==> src/paq_pkg.sv <==
/*
 * Package for the PWM action qualifier: register offsets, field layout,
 * reset values and action encodings.
 * Assumes a 16-bit register port with word indices as offsets.
 */
package paq_pkg;

   // -----------------------------------------------------------------
   // Register map (word index on the register port)
   // -----------------------------------------------------------------
   localparam int          PAQ_AW           = 4;
   localparam logic [3:0]  PAQ_OFS_CTL_A    = 4'h0;
   localparam logic [3:0]  PAQ_OFS_CTL_B    = 4'h1;
   localparam logic [3:0]  PAQ_OFS_STATUS   = 4'h2;
   localparam logic [3:0]  PAQ_OFS_CMP_A    = 4'h3;
   localparam logic [3:0]  PAQ_OFS_CMP_B    = 4'h4;

   // -----------------------------------------------------------------
   // Field layout of each action control register
   // -----------------------------------------------------------------
   localparam int          PAQ_FLD_ZERO     = 0;
   localparam int          PAQ_FLD_PERIOD   = 2;
   localparam int          PAQ_FLD_CA_UP    = 4;
   localparam int          PAQ_FLD_CA_DOWN  = 6;
   localparam int          PAQ_FLD_CB_UP    = 8;
   localparam int          PAQ_FLD_CB_DOWN  = 10;
   localparam logic [15:0] PAQ_CTL_MASK     = 16'h0FFF;
   localparam logic [15:0] PAQ_CTL_RESET    = 16'h0000;
   localparam logic [15:0] PAQ_CMP_RESET    = 16'h0000;
   localparam logic        PAQ_OUT_RESET    = 1'b0;

   // -----------------------------------------------------------------
   // Direction and action encodings
   // -----------------------------------------------------------------
   localparam logic        PAQ_DIR_DOWN     = 1'b0;
   localparam logic        PAQ_DIR_UP       = 1'b1;

   typedef enum logic [1:0] {
      PAQ_ACT_NONE   = 2'h0,
      PAQ_ACT_LOW    = 2'h1,
      PAQ_ACT_HIGH   = 2'h2,
      PAQ_ACT_TOGGLE = 2'h3
   } paq_action_t;

endpackage

==> src/paq_output_qual.sv <==
/*
 * One output of the action qualifier: picks one action from the six event
 * fields by fixed priority and applies it to the registered output.
 * Assumes event inputs are single-cycle qualifiers on REF_CLK.
 */
`timescale 1ns/100ps
`default_nettype none

module paq_output_qual
   import paq_pkg::*;
(
   input  wire logic        clk,        // Time-base clock
   input  wire logic        rst_n,      // Synchronous reset, active low
   input  wire logic [15:0] ctl,        // Action control register
   input  wire logic        ev_zero,    // Counter equals zero
   input  wire logic        ev_period,  // Counter equals period
   input  wire logic        ev_ca_up,   // Compare A match, counting up
   input  wire logic        ev_ca_down, // Compare A match, counting down
   input  wire logic        ev_cb_up,   // Compare B match, counting up
   input  wire logic        ev_cb_down, // Compare B match, counting down
   output logic             pwm_out     // Qualified output level
);

   paq_action_t act;
   logic        out_q;
   logic        out_d;

   // -----------------------------------------------------------------
   // Priority select: compare B down highest, zero lowest
   // -----------------------------------------------------------------
   always_comb begin
      act = PAQ_ACT_NONE;
      if (ev_cb_down) begin
         act = paq_action_t'(ctl[PAQ_FLD_CB_DOWN +: 2]);
      end else if (ev_cb_up) begin
         act = paq_action_t'(ctl[PAQ_FLD_CB_UP +: 2]);
      end else if (ev_ca_down) begin
         act = paq_action_t'(ctl[PAQ_FLD_CA_DOWN +: 2]);
      end else if (ev_ca_up) begin
         act = paq_action_t'(ctl[PAQ_FLD_CA_UP +: 2]);
      end else if (ev_period) begin
         act = paq_action_t'(ctl[PAQ_FLD_PERIOD +: 2]);
      end else if (ev_zero) begin
         act = paq_action_t'(ctl[PAQ_FLD_ZERO +: 2]);
      end
   end

   always_comb begin
      case (act)
         PAQ_ACT_NONE:   out_d = out_q;
         PAQ_ACT_LOW:    out_d = 1'b0;
         PAQ_ACT_HIGH:   out_d = 1'b1;
         PAQ_ACT_TOGGLE: out_d = ~out_q;
         default:        out_d = out_q;
      endcase
   end

   always_ff @(posedge clk) begin
      if (!rst_n) begin
         out_q <= PAQ_OUT_RESET;
      end else begin
         out_q <= out_d;
      end
   end

   assign pwm_out = out_q;

   // -----------------------------------------------------------------
   // Checks
   // -----------------------------------------------------------------
   zero_low_a: assert property (@(posedge clk) disable iff (!rst_n)
      (ev_zero && !ev_period && !ev_ca_up && !ev_ca_down && !ev_cb_up && !ev_cb_down
       && ctl[1:0] == 2'h1) |=> !pwm_out)
      else $error("zero event with clear code did not drive low");

   cbd_toggle_a: assert property (@(posedge clk) disable iff (!rst_n)
      (ev_cb_down && ctl[11:10] == 2'h3) |=> (pwm_out != $past(pwm_out)))
      else $error("compare B down toggle did not invert output");

   idle_hold_a: assert property (@(posedge clk) disable iff (!rst_n)
      !(ev_zero || ev_period || ev_ca_up || ev_ca_down || ev_cb_up || ev_cb_down)
      |=> $stable(pwm_out))
      else $error("output changed without an event");

endmodule

`default_nettype wire

==> src/paq_top.sv <==
/*
 * PWM action qualifier top: register port, match-event generation from the
 * time-base counter, and two output qualifiers (A and B).
 * Assumes counter, period and direction come from logic on REF_CLK.
 */
// Functional notes
// - Action code 0 holds, 1 drives low, 2 drives high, 3 toggles.
// - Bits 11-10 act on compare B match while counting down.
// - Bits 9-8 act on compare B match while counting up.
// - Bits 7-6 act on compare A match while counting down.
// - Bits 5-4 act on compare A match while counting up.
// - Bits 3-2 act when the counter reaches the period.
// - Bits 1-0 act when the counter reaches zero.
// - In up-down mode, direction is down at the period match.
// - In up-down mode, direction is up at the zero match.
// - A second register, same layout, drives output B.
// - Code 2 drives the output high on its event.
// - Compare B match raised whenever compare B equals the counter.
`timescale 1ns/100ps
`default_nettype none

module paq_top
   import paq_pkg::*;
#(
   parameter int CNT_W = 16
)(
   input  wire logic             REF_CLK,     // Time-base clock, 200 MHz
   input  wire logic             RSTN,        // Synchronous reset, active low
   input  wire logic [PAQ_AW-1:0] REG_ADDR,   // Register word index
   input  wire logic [15:0]      REG_WDATA,   // Write data
   input  wire logic             REG_WR,      // Write strobe
   input  wire logic             REG_RD,      // Read strobe
   output logic      [15:0]      REG_RDATA,   // Read data, cycle after strobe
   input  wire logic [CNT_W-1:0] TB_COUNT,    // Time-base counter value
   input  wire logic [CNT_W-1:0] TB_PERIOD,   // Period value
   input  wire logic             TB_DIR,      // Count direction, 1 up
   input  wire logic             TB_UPDOWN,   // Up-down counting mode
   output logic                  PWM_OUT_A,   // Output A
   output logic                  PWM_OUT_B    // Output B
);

   // -----------------------------------------------------------------
   // Register state
   // -----------------------------------------------------------------
   logic [15:0]      ctl_a_q, ctl_a_d;
   logic [15:0]      ctl_b_q, ctl_b_d;
   logic [CNT_W-1:0] cmp_a_q, cmp_a_d;
   logic [CNT_W-1:0] cmp_b_q, cmp_b_d;
   logic [15:0]      rdata_q, rdata_d;

   always_comb begin
      ctl_a_d = ctl_a_q;
      ctl_b_d = ctl_b_q;
      cmp_a_d = cmp_a_q;
      cmp_b_d = cmp_b_q;
      rdata_d = 16'h0000;
      if (REG_WR) begin
         case (REG_ADDR)
            PAQ_OFS_CTL_A: ctl_a_d = REG_WDATA & PAQ_CTL_MASK;
            PAQ_OFS_CTL_B: ctl_b_d = REG_WDATA & PAQ_CTL_MASK;
            PAQ_OFS_CMP_A: cmp_a_d = REG_WDATA[CNT_W-1:0];
            PAQ_OFS_CMP_B: cmp_b_d = REG_WDATA[CNT_W-1:0];
            default:       ;
         endcase
      end
      if (REG_RD) begin
         case (REG_ADDR)
            PAQ_OFS_CTL_A:  rdata_d = ctl_a_q;
            PAQ_OFS_CTL_B:  rdata_d = ctl_b_q;
            PAQ_OFS_STATUS: rdata_d = {14'h0000, PWM_OUT_B, PWM_OUT_A};
            PAQ_OFS_CMP_A:  rdata_d = 16'(cmp_a_q);
            PAQ_OFS_CMP_B:  rdata_d = 16'(cmp_b_q);
            default:        rdata_d = 16'h0000;
         endcase
      end
   end

   always_ff @(posedge REF_CLK) begin
      if (!RSTN) begin
         ctl_a_q <= PAQ_CTL_RESET;
         ctl_b_q <= PAQ_CTL_RESET;
         cmp_a_q <= CNT_W'(PAQ_CMP_RESET);
         cmp_b_q <= CNT_W'(PAQ_CMP_RESET);
         rdata_q <= 16'h0000;
      end else begin
         ctl_a_q <= ctl_a_d;
         ctl_b_q <= ctl_b_d;
         cmp_a_q <= cmp_a_d;
         cmp_b_q <= cmp_b_d;
         rdata_q <= rdata_d;
      end
   end

   assign REG_RDATA = rdata_q;

   // -----------------------------------------------------------------
   // Match events and effective direction
   // -----------------------------------------------------------------
   logic at_zero, at_period, eff_dir;
   logic ca_match, cb_match;
   logic ev_ca_up, ev_ca_down, ev_cb_up, ev_cb_down;

   always_comb begin
      at_zero   = (TB_COUNT == '0);
      at_period = (TB_COUNT == TB_PERIOD);
      eff_dir   = TB_DIR;
      if (TB_UPDOWN && at_period) begin
         eff_dir = PAQ_DIR_DOWN;
      end else if (TB_UPDOWN && at_zero) begin
         eff_dir = PAQ_DIR_UP;
      end
      ca_match   = (TB_COUNT == cmp_a_q);
      cb_match   = (TB_COUNT == cmp_b_q);
      ev_ca_up   = ca_match && (eff_dir == PAQ_DIR_UP);
      ev_ca_down = ca_match && (eff_dir == PAQ_DIR_DOWN);
      ev_cb_up   = cb_match && (eff_dir == PAQ_DIR_UP);
      ev_cb_down = cb_match && (eff_dir == PAQ_DIR_DOWN);
   end

   // -----------------------------------------------------------------
   // Output qualifiers A and B
   // -----------------------------------------------------------------
   paq_output_qual u_qual_a (
      .clk        (REF_CLK),
      .rst_n      (RSTN),
      .ctl        (ctl_a_q),
      .ev_zero    (at_zero),
      .ev_period  (at_period),
      .ev_ca_up   (ev_ca_up),
      .ev_ca_down (ev_ca_down),
      .ev_cb_up   (ev_cb_up),
      .ev_cb_down (ev_cb_down),
      .pwm_out    (PWM_OUT_A)
   );

   paq_output_qual u_qual_b (
      .clk        (REF_CLK),
      .rst_n      (RSTN),
      .ctl        (ctl_b_q),
      .ev_zero    (at_zero),
      .ev_period  (at_period),
      .ev_ca_up   (ev_ca_up),
      .ev_ca_down (ev_ca_down),
      .ev_cb_up   (ev_cb_up),
      .ev_cb_down (ev_cb_down),
      .pwm_out    (PWM_OUT_B)
   );

   // -----------------------------------------------------------------
   // Checks
   // -----------------------------------------------------------------
   period_dir_a: assert property (@(posedge REF_CLK) disable iff (!RSTN)
      (TB_UPDOWN && at_period && ca_match && !cb_match && ctl_a_q[7:6] == 2'h2
       && ctl_a_q[11:8] == 4'h0) |=> PWM_OUT_A)
      else $error("period match not treated as counting down");

   zero_dir_a: assert property (@(posedge REF_CLK) disable iff (!RSTN)
      (TB_UPDOWN && at_zero && !at_period && ca_match && !cb_match && ctl_a_q[5:4] == 2'h1
       && ctl_a_q[11:6] == 6'h00) |=> !PWM_OUT_A)
      else $error("zero match not treated as counting up");

   out_b_low_a: assert property (@(posedge REF_CLK) disable iff (!RSTN)
      (at_period && !ca_match && !cb_match && ctl_b_q[3:2] == 2'h1) |=> !PWM_OUT_B)
      else $error("output B not cleared on period code 1");

   cau_high_a: assert property (@(posedge REF_CLK) disable iff (!RSTN)
      (ev_ca_up && !cb_match && ctl_a_q[5:4] == 2'h2) |=> PWM_OUT_A)
      else $error("compare A up set did not drive A high");

   cbu_pri_a: assert property (@(posedge REF_CLK) disable iff (!RSTN)
      (ev_cb_up && ctl_b_q[9:8] == 2'h1) |=> !PWM_OUT_B)
      else $error("compare B up clear lost to lower priority");

   rd_data_a: assert property (@(posedge REF_CLK) disable iff (!RSTN)
      (REG_RD && REG_ADDR == PAQ_OFS_CTL_A && !$past(REG_WR)) |=>
      (REG_RDATA == $past(ctl_a_q)))
      else $error("read data of control A wrong");

   rd_idle_a: assert property (@(posedge REF_CLK) disable iff (!RSTN)
      !REG_RD |=> (REG_RDATA == 16'h0000))
      else $error("read data not zero outside a read");

   ctl_rsvd_a: assert property (@(posedge REF_CLK) disable iff (!RSTN)
      (ctl_a_q[15:12] == 4'h0) && (ctl_b_q[15:12] == 4'h0))
      else $error("reserved control bits not zero");

   cbd_high_b_a: assert property (@(posedge REF_CLK) disable iff (!RSTN)
      (ev_cb_down && ctl_b_q[11:10] == 2'h2) |=> PWM_OUT_B)
      else $error("compare B down set did not drive B high");

   cad_low_a: assert property (@(posedge REF_CLK) disable iff (!RSTN)
      (ev_ca_down && !cb_match && ctl_a_q[7:6] == 2'h1) |=> !PWM_OUT_A)
      else $error("compare A down clear did not drive A low");

   prd_toggle_a: assert property (@(posedge REF_CLK) disable iff (!RSTN)
      (at_period && !ca_match && !cb_match && ctl_a_q[3:2] == 2'h3)
      |=> (PWM_OUT_A != $past(PWM_OUT_A)))
      else $error("period toggle did not invert output A");

   cb_event_a: assert property (@(posedge REF_CLK) disable iff (!RSTN)
      (TB_COUNT == cmp_b_q) |-> (ev_cb_up || ev_cb_down))
      else $error("compare B match raised no event");

endmodule

`default_nettype wire

==> config.mk <==
export PLATFORM = sky130hd
export DESIGN_NAME = paq_top
export DESIGN_NICKNAME = d
export VERILOG_FILES = /design/src/paq_pkg.sv /design/src/paq_output_qual.sv /design/src/paq_top.sv
export SDC_FILE = /design/constraint.sdc
export NUM_CORES = 1
export LEC_CHECK = 0
export ABC_CLOCK_PERIOD_IN_PS = 2500
export BUFFER_PORTS_ARGS = -buffer_cell sky130_fd_sc_hd__buf_2
export CORE_MARGIN = 5
export CORE_UTILIZATION = 45
export DETAILED_ROUTE_END_ITERATION = 12
export GPL_ROUTABILITY_DRIVEN = 0
export HOLD_SLACK_MARGIN = 0.08
export MAX_ROUTING_LAYER = met4
export PLACE_DENSITY = 0.77
export SYNTH_ARGS = -nofsm -noshare
export SYNTH_HDL_FRONTEND = slang
export SYNTH_SLANG_ARGS = --single-unit
==> constraint.sdc <==
create_clock -name REF_CLK -period 2.5 [get_ports REF_CLK]
set_input_delay 0.5 -clock REF_CLK [delete_from_list [all_inputs] [get_ports REF_CLK]]
set_output_delay 0.5 -clock REF_CLK [all_outputs]
set_load 0.03 [all_outputs]
==> results of run 1 <==
-- critical path: stages (launching register included) --
cell     delay (ns)
dfxtp_1        0.35
xor2_1         0.19
nor4_1         0.38
nand4_2        0.33
or4_1          0.55
o31ai_1        0.09
a21oi_1        0.07
-- metrics by stage --
step	utilization (%)	setup WS (ns)
5_1_grt	54.91	0.2905
2_1_floorplan	-	0.3996
3_5_place_dp	52.36	0.1301
6_report	54.91	0.4133
4_1_cts	54.91	0.4558
3_3_place_gp	52.36	0.1670
-- layout make-up --
type                       count  area [µm²]  share of cell area [%]
multi-input combinational    347        2222                   49.01
sequential                    74        1481                   32.67
timing repair buffer          86       470.5                   10.38
clock buffer                  10       137.6                   3.035
tap                          105       131.4                   2.897
clock inverter                 6       72.57                   1.600
inverter                       5       18.77                  0.4139
-- sequential cells by signal, indices dropped and copies added, names as in the netlist --
name / flops
REG_RDATA: 16
cmp_a_q: 16
u_qual_a.pwm_out: 1
cmp_b_q: 16
u_qual_b.pwm_out: 1
ctl_a_q: 12
ctl_b_q: 12
-- synth_stat cells (3+ instances only) --
cell and instances:
nand3_1 13, nor4_4 4, o21ai_0 3, nand2_1 120
inv_1 5, nand2b_1 3, nor2_1 12, dfxtp_1 74
nor4_1 13, a21boi_0 56, a21oi_1 16, a222oi_1 12
a22oi_1 4, clkbuf_1 23, buf_2 3, a211oi_1 7
mux2_2 3, and2_1 3, xor2_1 48, and4_1 3
-- worst paths after layout --
path | start | end | slack [ns] | cells past startpoint
hold reg to reg | ctl_b_q[9] | ctl_b_q[9] | 0.50 | 2
setup reg to reg | cmp_b_q[0] | u_qual_b.pwm_out | 0.41 | 6
hold / removal | REG_WDATA[14] | cmp_b_q[14] | 0.39 | 3
setup / recovery | cmp_b_q[0] | u_qual_b.pwm_out | 0.41 | 6
-- per-layer routing --
| layer | routed length (µm) | share of wire [%] | vias to the layer above |
|---|---|---|---|
| met2 | 5706 | 49 | 160 |
| li1 | - | - | 1728 |
| met3 | 837 | 7.2 | 24 |
| met5 | 0 | 0 | - |
| met4 | 260 | 2.2 | 0 |
| met1 | 4858 | 42 | 1780 |
-- layout by cell type (no fill, tap or decap), types with 2 or more instances in the layout --
cell and n:
clkinv_4 2, inv_1 5, a222oi_1 12, nand3_1 13
or4_1 2, a22o_1 2, nor2_1 12, a22oi_1 4
clkbuf_8 10, nor4_4 4, nor4_1 13, o221ai_1 2
a21boi_0 56, a211oi_1 7, mux2_2 3, nand2_1 120
and3_1 2, buf_4 10, inv_6 2, and2_1 3
xor2_1 48, mux2i_1 2, dfxtp_1 74, buf_2 75
and4_1 3, o31ai_1 2, nand2b_1 3, o21ai_0 3
a21oi_1 16
-- cells by family (layout without fill, tap and decap cells) --
kind of cell	Yosys count	after routing
flip-flops	74	74
buffers and inverters	33	107
multiplexers	6	6
AND/OR/NAND/NOR	183	183
AO/OA/AOI/OAI	110	110
XOR/XNOR	48	48
-- power breakdown --
part	total, mW	internal, mW	switching (mW)
logic	0.249	0.0968	0.152
clock network	0.990	0.498	0.491
registers	1.20	1.19	0.0127
total	2.44	1.78	0.656
==> impl_results.md, run 1 <==
* EDFF count, synth at 0
* Crit share post-route at 83.47%
* Ratio of cells with drive above 1 in the final layout at between 20% and 30%
* Outcome: completed
* Clk pin slew, worst setup/hold paths at 0.09 ns
* Pleak at between 1.5 and 2 nW
* Synth area leaders: dfxtp_1 (39%), nand2_1 (12%), a21boi_0 (11%), xor2_1 (11%), a222oi_1 (3.1%)
* Total wire length at 11660 µm
* Area leader, netlist: dfxtp_1
* Fill count at 798
* Overflow after GRT at 0
* Syn Area/Cell at about 8.4 µm²
* Clock buffer depth at 2
* Layout Cells excl Fill at 633
* Met1 Track Usage GR at 29.77%
* CTS Buf Count at 9
* Post-CTS setup buffer count at 0
* IO Pins at 76
* Maximum VDD drop at 0.3486 mV
* Clock tree from TritonCTS: done
* Final net count at 581
* Largest family of logic cells by synthesized area: simple AND/OR/NAND/NOR gates
* Highest clock rate at 479.2 MHz
* Crit start category: register
* Crit-path max FO at 10
* Final hold viol count at 0
* CTS hold repair buffers at 0
* Setup CP Type: reg2reg
* PwrDens at 538.2 nW/µm²
* Final HPWL from detailed placement at 8812 µm
* Synth Instances at 454
* Cell area after layout at 4534 µm²
* Top-area cell type share of the netlist area at 38.62%
* Power, Total at 2.440 mW
* Largest net degree at the start of global routing at 28
* RSZ-0062 raised after global routing: false
* Vias in the first global route at between 3000 and 4000
* CTS sink count at 74
* Die height at 102.3 µm
* 1st-iter DRT viols at 349
* Sequential fraction of the synthesis area at 38.62%
* Cell Rows at 33
* Initial antenna violation count at 0
* DRT Pass-1 Iters at 10
* Final Max Tran Viols at 0
* Global-route met2 utilization at between 30% and 40%
* Mapped Nets at roughly 510
* # DRC at 0
* Critical path arrival at between 2 and 2.5 ns
* Input/output buffers at 75
* H-tree depth at 3
* Async SR Flop Fraction at 0%
* Via Count at 3692
* Slew margin rel. at between 50% and 60%
* Routed len/inst at 18.42 µm
* Vias per Instance at 5.833
* Clk_skew at between 0.008 and 0.009 ns
* Fin crit period at 2.087 ns
* Met3 Use GR at 3.891%
* Unique cell type count in the Yosys netlist at 43
* Placed insts at ~620
* Gr usage total at 23.63%
* Final setup fails at 0
* Compound-gate portion of the synthesized area at 21.72%
* Syn Std Cell Area at between 3000 and 4000 µm²
* HP Class: in2reg
* Ys Warns at 0
* Mux contribution to synthesized area at between 1.5 and 2%
* Adder-Cell Fraction of Synth Area at 0%
* Dpl cell area at 4324 µm²
* Diode count at 0
* Worst-Margin Slew at about 0.61 ns
* Simple-gate share of the synthesized area at 23.45%
* First-pass GRT wire length at 18440 µm
* Yosys reg bits at 74
* Initial Utilization at 46.45%
* Ys flop type: dfxtp_1
* Post-synthesis xor/xnor area fraction at 10.96%
* Core Box Area at 8258 µm²
* Worst hold slack at 0.3925 ns
* WP data required at 2.75 ns
* GR peak layer: met2
* Root Buffer: clkbuf_8
* Clock Latency Late Sink at 0.36 ns
* Routed Antenna Nets at 0
* Chip width at 102.3 µm
* Die area at 10470 µm²
* Setup TNS at 0 ns
* PostCTS Resize Cnt at 0
* Max Cap Viol at 0
* Layout area overhead at 18.20%
* Critical Path End Type: register
No activity file was read; power rests on OpenSTA's default activity.
==> run 2, diff against run 1 <==
- ABC_CLOCK_PERIOD_IN_PS: 2500 -> 1700
- PLACE_DENSITY: 0.77 -> 0.8
- clock period: 2.5 -> 1.7 ns (I/O delays scaled with it)
==> impl_results.md, run 2 (synthesis gave the netlist of run 1 again) <==
* Gr usage total at 27.43% (+3.8 points)
* R2r setup slk at -0.16 ns (-0.58 ns)
* Max Cap Viol at 0 (unchanged)
* Failing checks: setup timing
* CTS Buf Count at 9 (unchanged)
* Global-route met2 utilization at 45.03% (+7.3 points)
* Crit share post-route at 109.7% (+26 points)
* Final core occ at 62.02% (+7.1 points)
* Vias in the first global route at 4201 (+16%)
* First-pass GRT wire length at 21250 µm (+15%)
* Clk pin slew, worst setup/hold paths at 0.08 ns (about the same)
* Final setup fails at 2 (+2)
* Clock buffer depth at 2 (unchanged)
* Hold_sp: REG_WDATA[14]
* Largest net degree at the start of global routing at 30 (+7.1%)
* Fin crit period at 1.864 ns (-0.2226 ns)
* Initial Utilization at 46.45% (unchanged)
* CTS hold repair buffers at 0 (unchanged)
* Crit-path max FO at 6 (-4)
* RSZ-0062 raised after global routing: true
* Maximum VDD drop at 0.5668 mV (+63%)
* 1st-iter DRT viols at 261 (-25%)
* H-tree depth at 3 (unchanged)
* HP Class: in2reg
* Root Buffer: clkbuf_8
* GR peak layer: met2
* Commonest non-fill, non-tap cell in the layout: nand2_1
* DRT Pass-1 Iters at 5 (-5)
* Hold Path Sink: cmp_a_q[14]
* Worst-Margin Slew at 0.4915 ns (-0.1228 ns)
* Via Count at 4059 (+9.9%)
* Setup CP Type: reg2reg
* Final WS setup at -0.1642 ns (-0.5774 ns)
* WP data required at 1.95 ns (-0.80 ns)
* Clock tree from TritonCTS: done
* Die area at 10470 µm² (unchanged)
* Pleak at 2.121 nW (+20%)
* Core Box Area at 8258 µm² (unchanged)
* Slew margin rel. at 67.16% (+8.2 points)
* Power, Total at 3.736 mW (+53%)
* Ratio of cells with drive above 1 in the final layout at 33.78% (+12 points)
* Cell Rows at 33 (unchanged)
* Clock Latency Late Sink at 0.37 ns (about the same)
* Routed Antenna Nets at 0 (unchanged)
* Critical path origin: cmp_b_q[7]
* Critical path arrival at 2.12 ns (-0.22 ns)
* IO Pins at 76 (unchanged)
* Met1 Track Usage GR at 31.51% (+1.7 points)
* Outcome: finished, violations left
* Reg-to-Reg Start: cmp_b_q[7]
* Final net count at 645 (+11%)
* Met3 Use GR at 5.597% (+1.7 points)
* Diode count at 0 (unchanged)
* Crit start category: register
* Final Max Tran Viols at 0 (unchanged)
* R2r worst-path depth at 9 (+3)
* Total wire length at 13160 µm (+13%)
* WHS Path Cells at 3 (unchanged)
* Overflow after GRT at 0 (unchanged)
* Highest clock rate at 536.4 MHz (+12%)
* Chip width at 102.3 µm (unchanged)
* Fill count at 686 (-14%)
* Multi-input gate area at 2312 µm² (+4.1%)
* Input/output buffers at 75 (unchanged)
* Worst hold slack at 0.2297 ns (-0.1628 ns)
* Critical Path End Type: register
* Final HPWL from detailed placement at 9612 µm (+9.1%)
* Die height at 102.3 µm (unchanged)
* Routed len/inst at 18.88 µm (+2.5%)
* Clk_skew at 0.004559 ns (-0.004337 ns)
* Initial antenna violation count at 0 (unchanged)
* Final hold viol count at 0 (unchanged)
* CTS sink count at 74 (unchanged)
* Layout area overhead at 33.50%
* Seq. cell area at 1488 µm² (+0.42%)
* Reg-to-reg endpoint: u_qual_b.pwm_out
* Most frequent cells in the layout: nand2_1 (120), buf_2 (75), buf_4 (73), dfxtp_1 (69), a21boi_0 (56)
* PwrDens at 729.5 nW/µm² (+36%)
* # DRC at 0 (unchanged)
* Vias per Instance at 5.824 (-0.15%)
[run 2: cell type report]
type	count	area share [%]
inverters	5	0.3665
clock buffers	9	2.419
flip-flops and latches	74	29.05
repair buffers	150	18.64
well taps	105	2.565
clock inverters	7	1.808
multi-input cells	347	45.15
[run 2: power by group]
group / total, mW / switching, mW / internal [mW]
registers: 1.76 / 0.0161 / 1.75
logic: 0.438 / 0.256 / 0.181
clock network: 1.53 / 0.708 / 0.826
total: 3.74 / 0.980 / 2.76
[run 2: worst max-delay path, cell delays in order, from the launching register on]
cell     delay [ns]
dfxtp_1        0.34
xor2_1         0.18
nor4_2         0.29
buf_4          0.16
nand4_4        0.12
buf_4          0.20
nand2_1        0.08
o31ai_1        0.10
o31ai_1        0.21
a21oi_1        0.06
[run 2: worst max-delay path by stage]
stage	end	depth (start not counted)	slack, ns
after floorplan	u_qual_a.pwm_out	7	-0.22
after global placement	u_qual_b.pwm_out	9	-0.49
after detailed placement	u_qual_b.pwm_out	8	-0.50
after CTS	u_qual_b.pwm_out	6	-0.13
after global routing	u_qual_b.pwm_out	8	-0.22
final	u_qual_b.pwm_out	9	-0.16
[run 2: timing repair]
item                                    in CTS  in global routing
resized for setup                           20                  3
buffers inserted                             0                  1
endpoints found under the setup margin       2                  2
pin swaps                                   10                  7
[run 2: per-layer routing]
| layer | wire length [µm] | vias to the layer above |
|---|---|---|
| li1 | - | 1856 |
| met2 | 6543 | 228 |
| met5 | 0 | - |
| met4 | 437 | 0 |
| met1 | 5087 | 1933 |
| met3 | 1090 | 42 |
[run 2: per-stage QoR]
stage / area [µm²] / TNS, ns / instances / worst slack, ns
after CTS: 5097 / -0.2326 / 696 / -0.1261
after global routing: 5121 / -0.4110 / 697 / -0.2152
after floorplan: 3847 / -0.4009 / 454 / -0.2160
final: 5121 / -0.3193 / 697 / -0.1642
after global placement: 4806 / -0.8919 / 680 / -0.4861
after detailed placement: 4806 / -1.677 / 680 / -0.5032
==> run 3, diff against run 2 <==
- CTS_BUF_LIST: default -> sky130_fd_sc_hd__clkbuf_2
- SKIP_LAST_GASP: default -> 1
==> impl_results.md, run 3 (synthesis gave the netlist of run 1 again) <==
* Comb pwr share at 13.9% (+2.2 points)
* Pleak at 2.165 nW (+2.1%)
* Initial antenna violation count at 0 (unchanged)
* Sequential Power Share at 52.3% (+5.1 points)
* H-tree depth at 3 (unchanged)
* R2r setup slk at -0.28 ns (-0.12 ns)
* Overflow after GRT at 0 (unchanged)
* CTS Buf Count at 9 (unchanged)
* Setup CP Type: reg2reg
* Outcome: finished, violations left
* Clock tree from TritonCTS: done
* Maximum VDD drop at 0.6378 mV (+13%)
* Critical Path End Type: register
* Clock Latency Late Sink at 0.53 ns (+0.16 ns)
* R2r worst-path depth at 7 (-2)
* First-pass GRT wire length at 21380 µm (+0.62%)
* Failing checks: setup timing
* WHS Path Cells at 3 (unchanged)
* Final Max Tran Viols at 0 (unchanged)
* Fin crit period at 1.981 ns (+0.1167 ns)
* Chip width at 102.3 µm (unchanged)
* Hold Path Sink: ctl_a_q[4]
* Max Cap Viol at 0 (unchanged)
* Reg-to-Reg Start: cmp_b_q[7]
* Root Buffer: clkbuf_2
* Clk_skew at 0.02466 ns (+0.02010 ns)
* Critical path arrival at 2.42 ns (+0.30 ns)
* Dpl cell area at 4806 µm² (unchanged)
* Routed Antenna Nets at 0 (unchanged)
* WP data required at 2.14 ns (+0.19 ns)
* Core Box Area at 8258 µm² (unchanged)
* Final WS setup at -0.2809 ns (-0.1167 ns)
* Crit share post-route at 116.5% (+6.9 points)
* Input/output buffers at 75 (unchanged)
* Vias in the first global route at 4205 (+0.095%)
* IO Pins at 76 (unchanged)
* Slew margin rel. at 68.92% (+1.8 points)
* Clk network pwr share at 33.8% (-7.3 points)
* CTS sink count at 74 (unchanged)
* RSZ-0062 raised after global routing: true
* Ratio of cells with drive above 1 in the final layout at 33.39% (-0.40 points)
* Cell area after layout at 5204 µm² (+1.6%)
* Die area at 10470 µm² (unchanged)
* Initial Utilization at 46.45% (unchanged)
* Final HPWL from detailed placement at 9612 µm (unchanged)
* Total wire length at 13460 µm (+2.3%)
* Diode count at 0 (unchanged)
* Via Count at 4143 (+2.1%)
* Internal power at 2.448 mW (-11%)
* HP Class: in2reg
* Crit-path max FO at 6 (unchanged)
* Routed len/inst at 18.88 µm (about the same)
* Final setup fails at 2 (unchanged)
* DRT Pass-1 Iters at 6 (+1)
* Clk pin slew, worst setup/hold paths at 0.21 ns (+0.13 ns)
* Hold_sp: REG_WDATA[4]
* Setup TNS at -0.5418 ns (-0.2226 ns)
* Cell Rows at 33 (unchanged)
* Most frequent cells in the layout: nand2_1 (120), buf_2 (75), buf_4 (75), dfxtp_1 (67), a21boi_0 (56)
* Largest net degree at the start of global routing at 30 (unchanged)
* PwrDens at 651.0 nW/µm² (-11%)
* Vias per Instance at 5.811 (-0.22%)
* Crit start category: register
* Worst path bufs/invs at 1 (-1)
* 1st-iter DRT viols at 459 (+76%)
* Highest clock rate at 504.8 MHz (-5.9%)
* Die height at 102.3 µm (unchanged)
* Worst-Margin Slew at 0.4651 ns (-0.02642 ns)
* CP max-delay cell: or4_1
* # DRC at 0 (unchanged)
* Switch share at 27.72% (+1.5 points)
* Final net count at 661 (+2.5%)
* Layout area overhead at 35.65%
* Final hold viol count at 0 (unchanged)
* Clock buffer depth at 2 (unchanged)
* Delay of the slowest critical-path stage at 0.51 ns (+0.17 ns)
* Fill count at 674 (-1.7%)
* Final core occ at 63.02% (+1.0 points)
* Reg-to-reg endpoint: u_qual_b.pwm_out
* Commonest non-fill, non-tap cell in the layout: nand2_1
* Top delay family on crit path: simple AND/OR/NAND/NOR gates
* Cell Chain, Critical Path: xor2_1, nor4_2, buf_4, nand4_4, or4_1, o31ai_1, a21oi_1
* Gr usage total at 27.33% (-0.098 points)
* Net Sw Power at 0.9390 mW (-4.2%)
[run 3: area by class of cell]
class                      instances  area [µm²]  share of cell area, %
multi-input combinational        347        2317                  44.53
sequential                        74        1490                  28.64
timing repair buffer             166        1109                  21.30
tap                              105       131.4                  2.525
clock inverter                     7       92.59                  1.779
clock buffer                       9       45.04                 0.8656
inverter                           5       18.77                 0.3607
[run 3: layer usage]
layer	up-vias	share of wire (%)	GRT usage, %
met5	-	0	-
met4	0	2.7	11.10
met3	37	10	5.461
met2	255	50	45.93
met1	1965	37	31.90
li1	1886	-	-
[run 3: worst reg2reg max path, stage by stage (launching register included)]
cell and delay [ns]:
dfxtp_1 0.38, xor2_1 0.19, nor4_2 0.38, buf_4 0.19
nand4_4 0.11, or4_1 0.51, o31ai_1 0.08, a21oi_1 0.06
[run 3: worst max path at each step]
stage / start / to / slack, ns / cells after the start
final: cmp_b_q[7] / u_qual_b.pwm_out / -0.28 / 7
after global routing: cmp_b_q[7] / u_qual_b.pwm_out / -0.34 / 9
after CTS: cmp_a_q[0] / u_qual_b.pwm_out / -0.16 / 8
after detailed placement: TB_COUNT[7] / u_qual_b.pwm_out / -0.50 / 8
after global placement: TB_COUNT[9] / u_qual_b.pwm_out / -0.49 / 9
after floorplan: TB_PERIOD[5] / u_qual_a.pwm_out / -0.22 / 7
[run 3: power by group through the flow]
stage,Combinational [mW],Sequential (mW),Clock (mW)
after floorplan,0.196,1.80,0
after global placement,0.398,1.80,0
after detailed placement,0.411,1.80,0
after CTS,0.450,1.77,1.15
after global routing,0.499,1.77,1.23
final,0.470,1.77,1.15
[run 3: stage by stage]
step           std cells  power [mW]  hold WS (ns)  setup slack (ns)
2_1_floorplan        454       1.997        0.4510           -0.2160
3_3_place_gp         680       2.202        0.4677           -0.4861
3_5_place_dp         680       2.215        0.4811           -0.5032
4_1_cts              711       3.369       0.08058           -0.1594
5_1_grt              713       3.503       0.08233           -0.3419
6_report             713       3.387        0.1021           -0.2809
[run 3: timing repair]
action | 4_1_cts | 5_1_grt
hold buffers | 14 | 1
setup endpoints to repair | 2 | 2
endpoints found under the hold margin | 33 | 1
pin swaps | 7 | 4
resized for setup | 18 | 6
setup buffers | 1 | 1
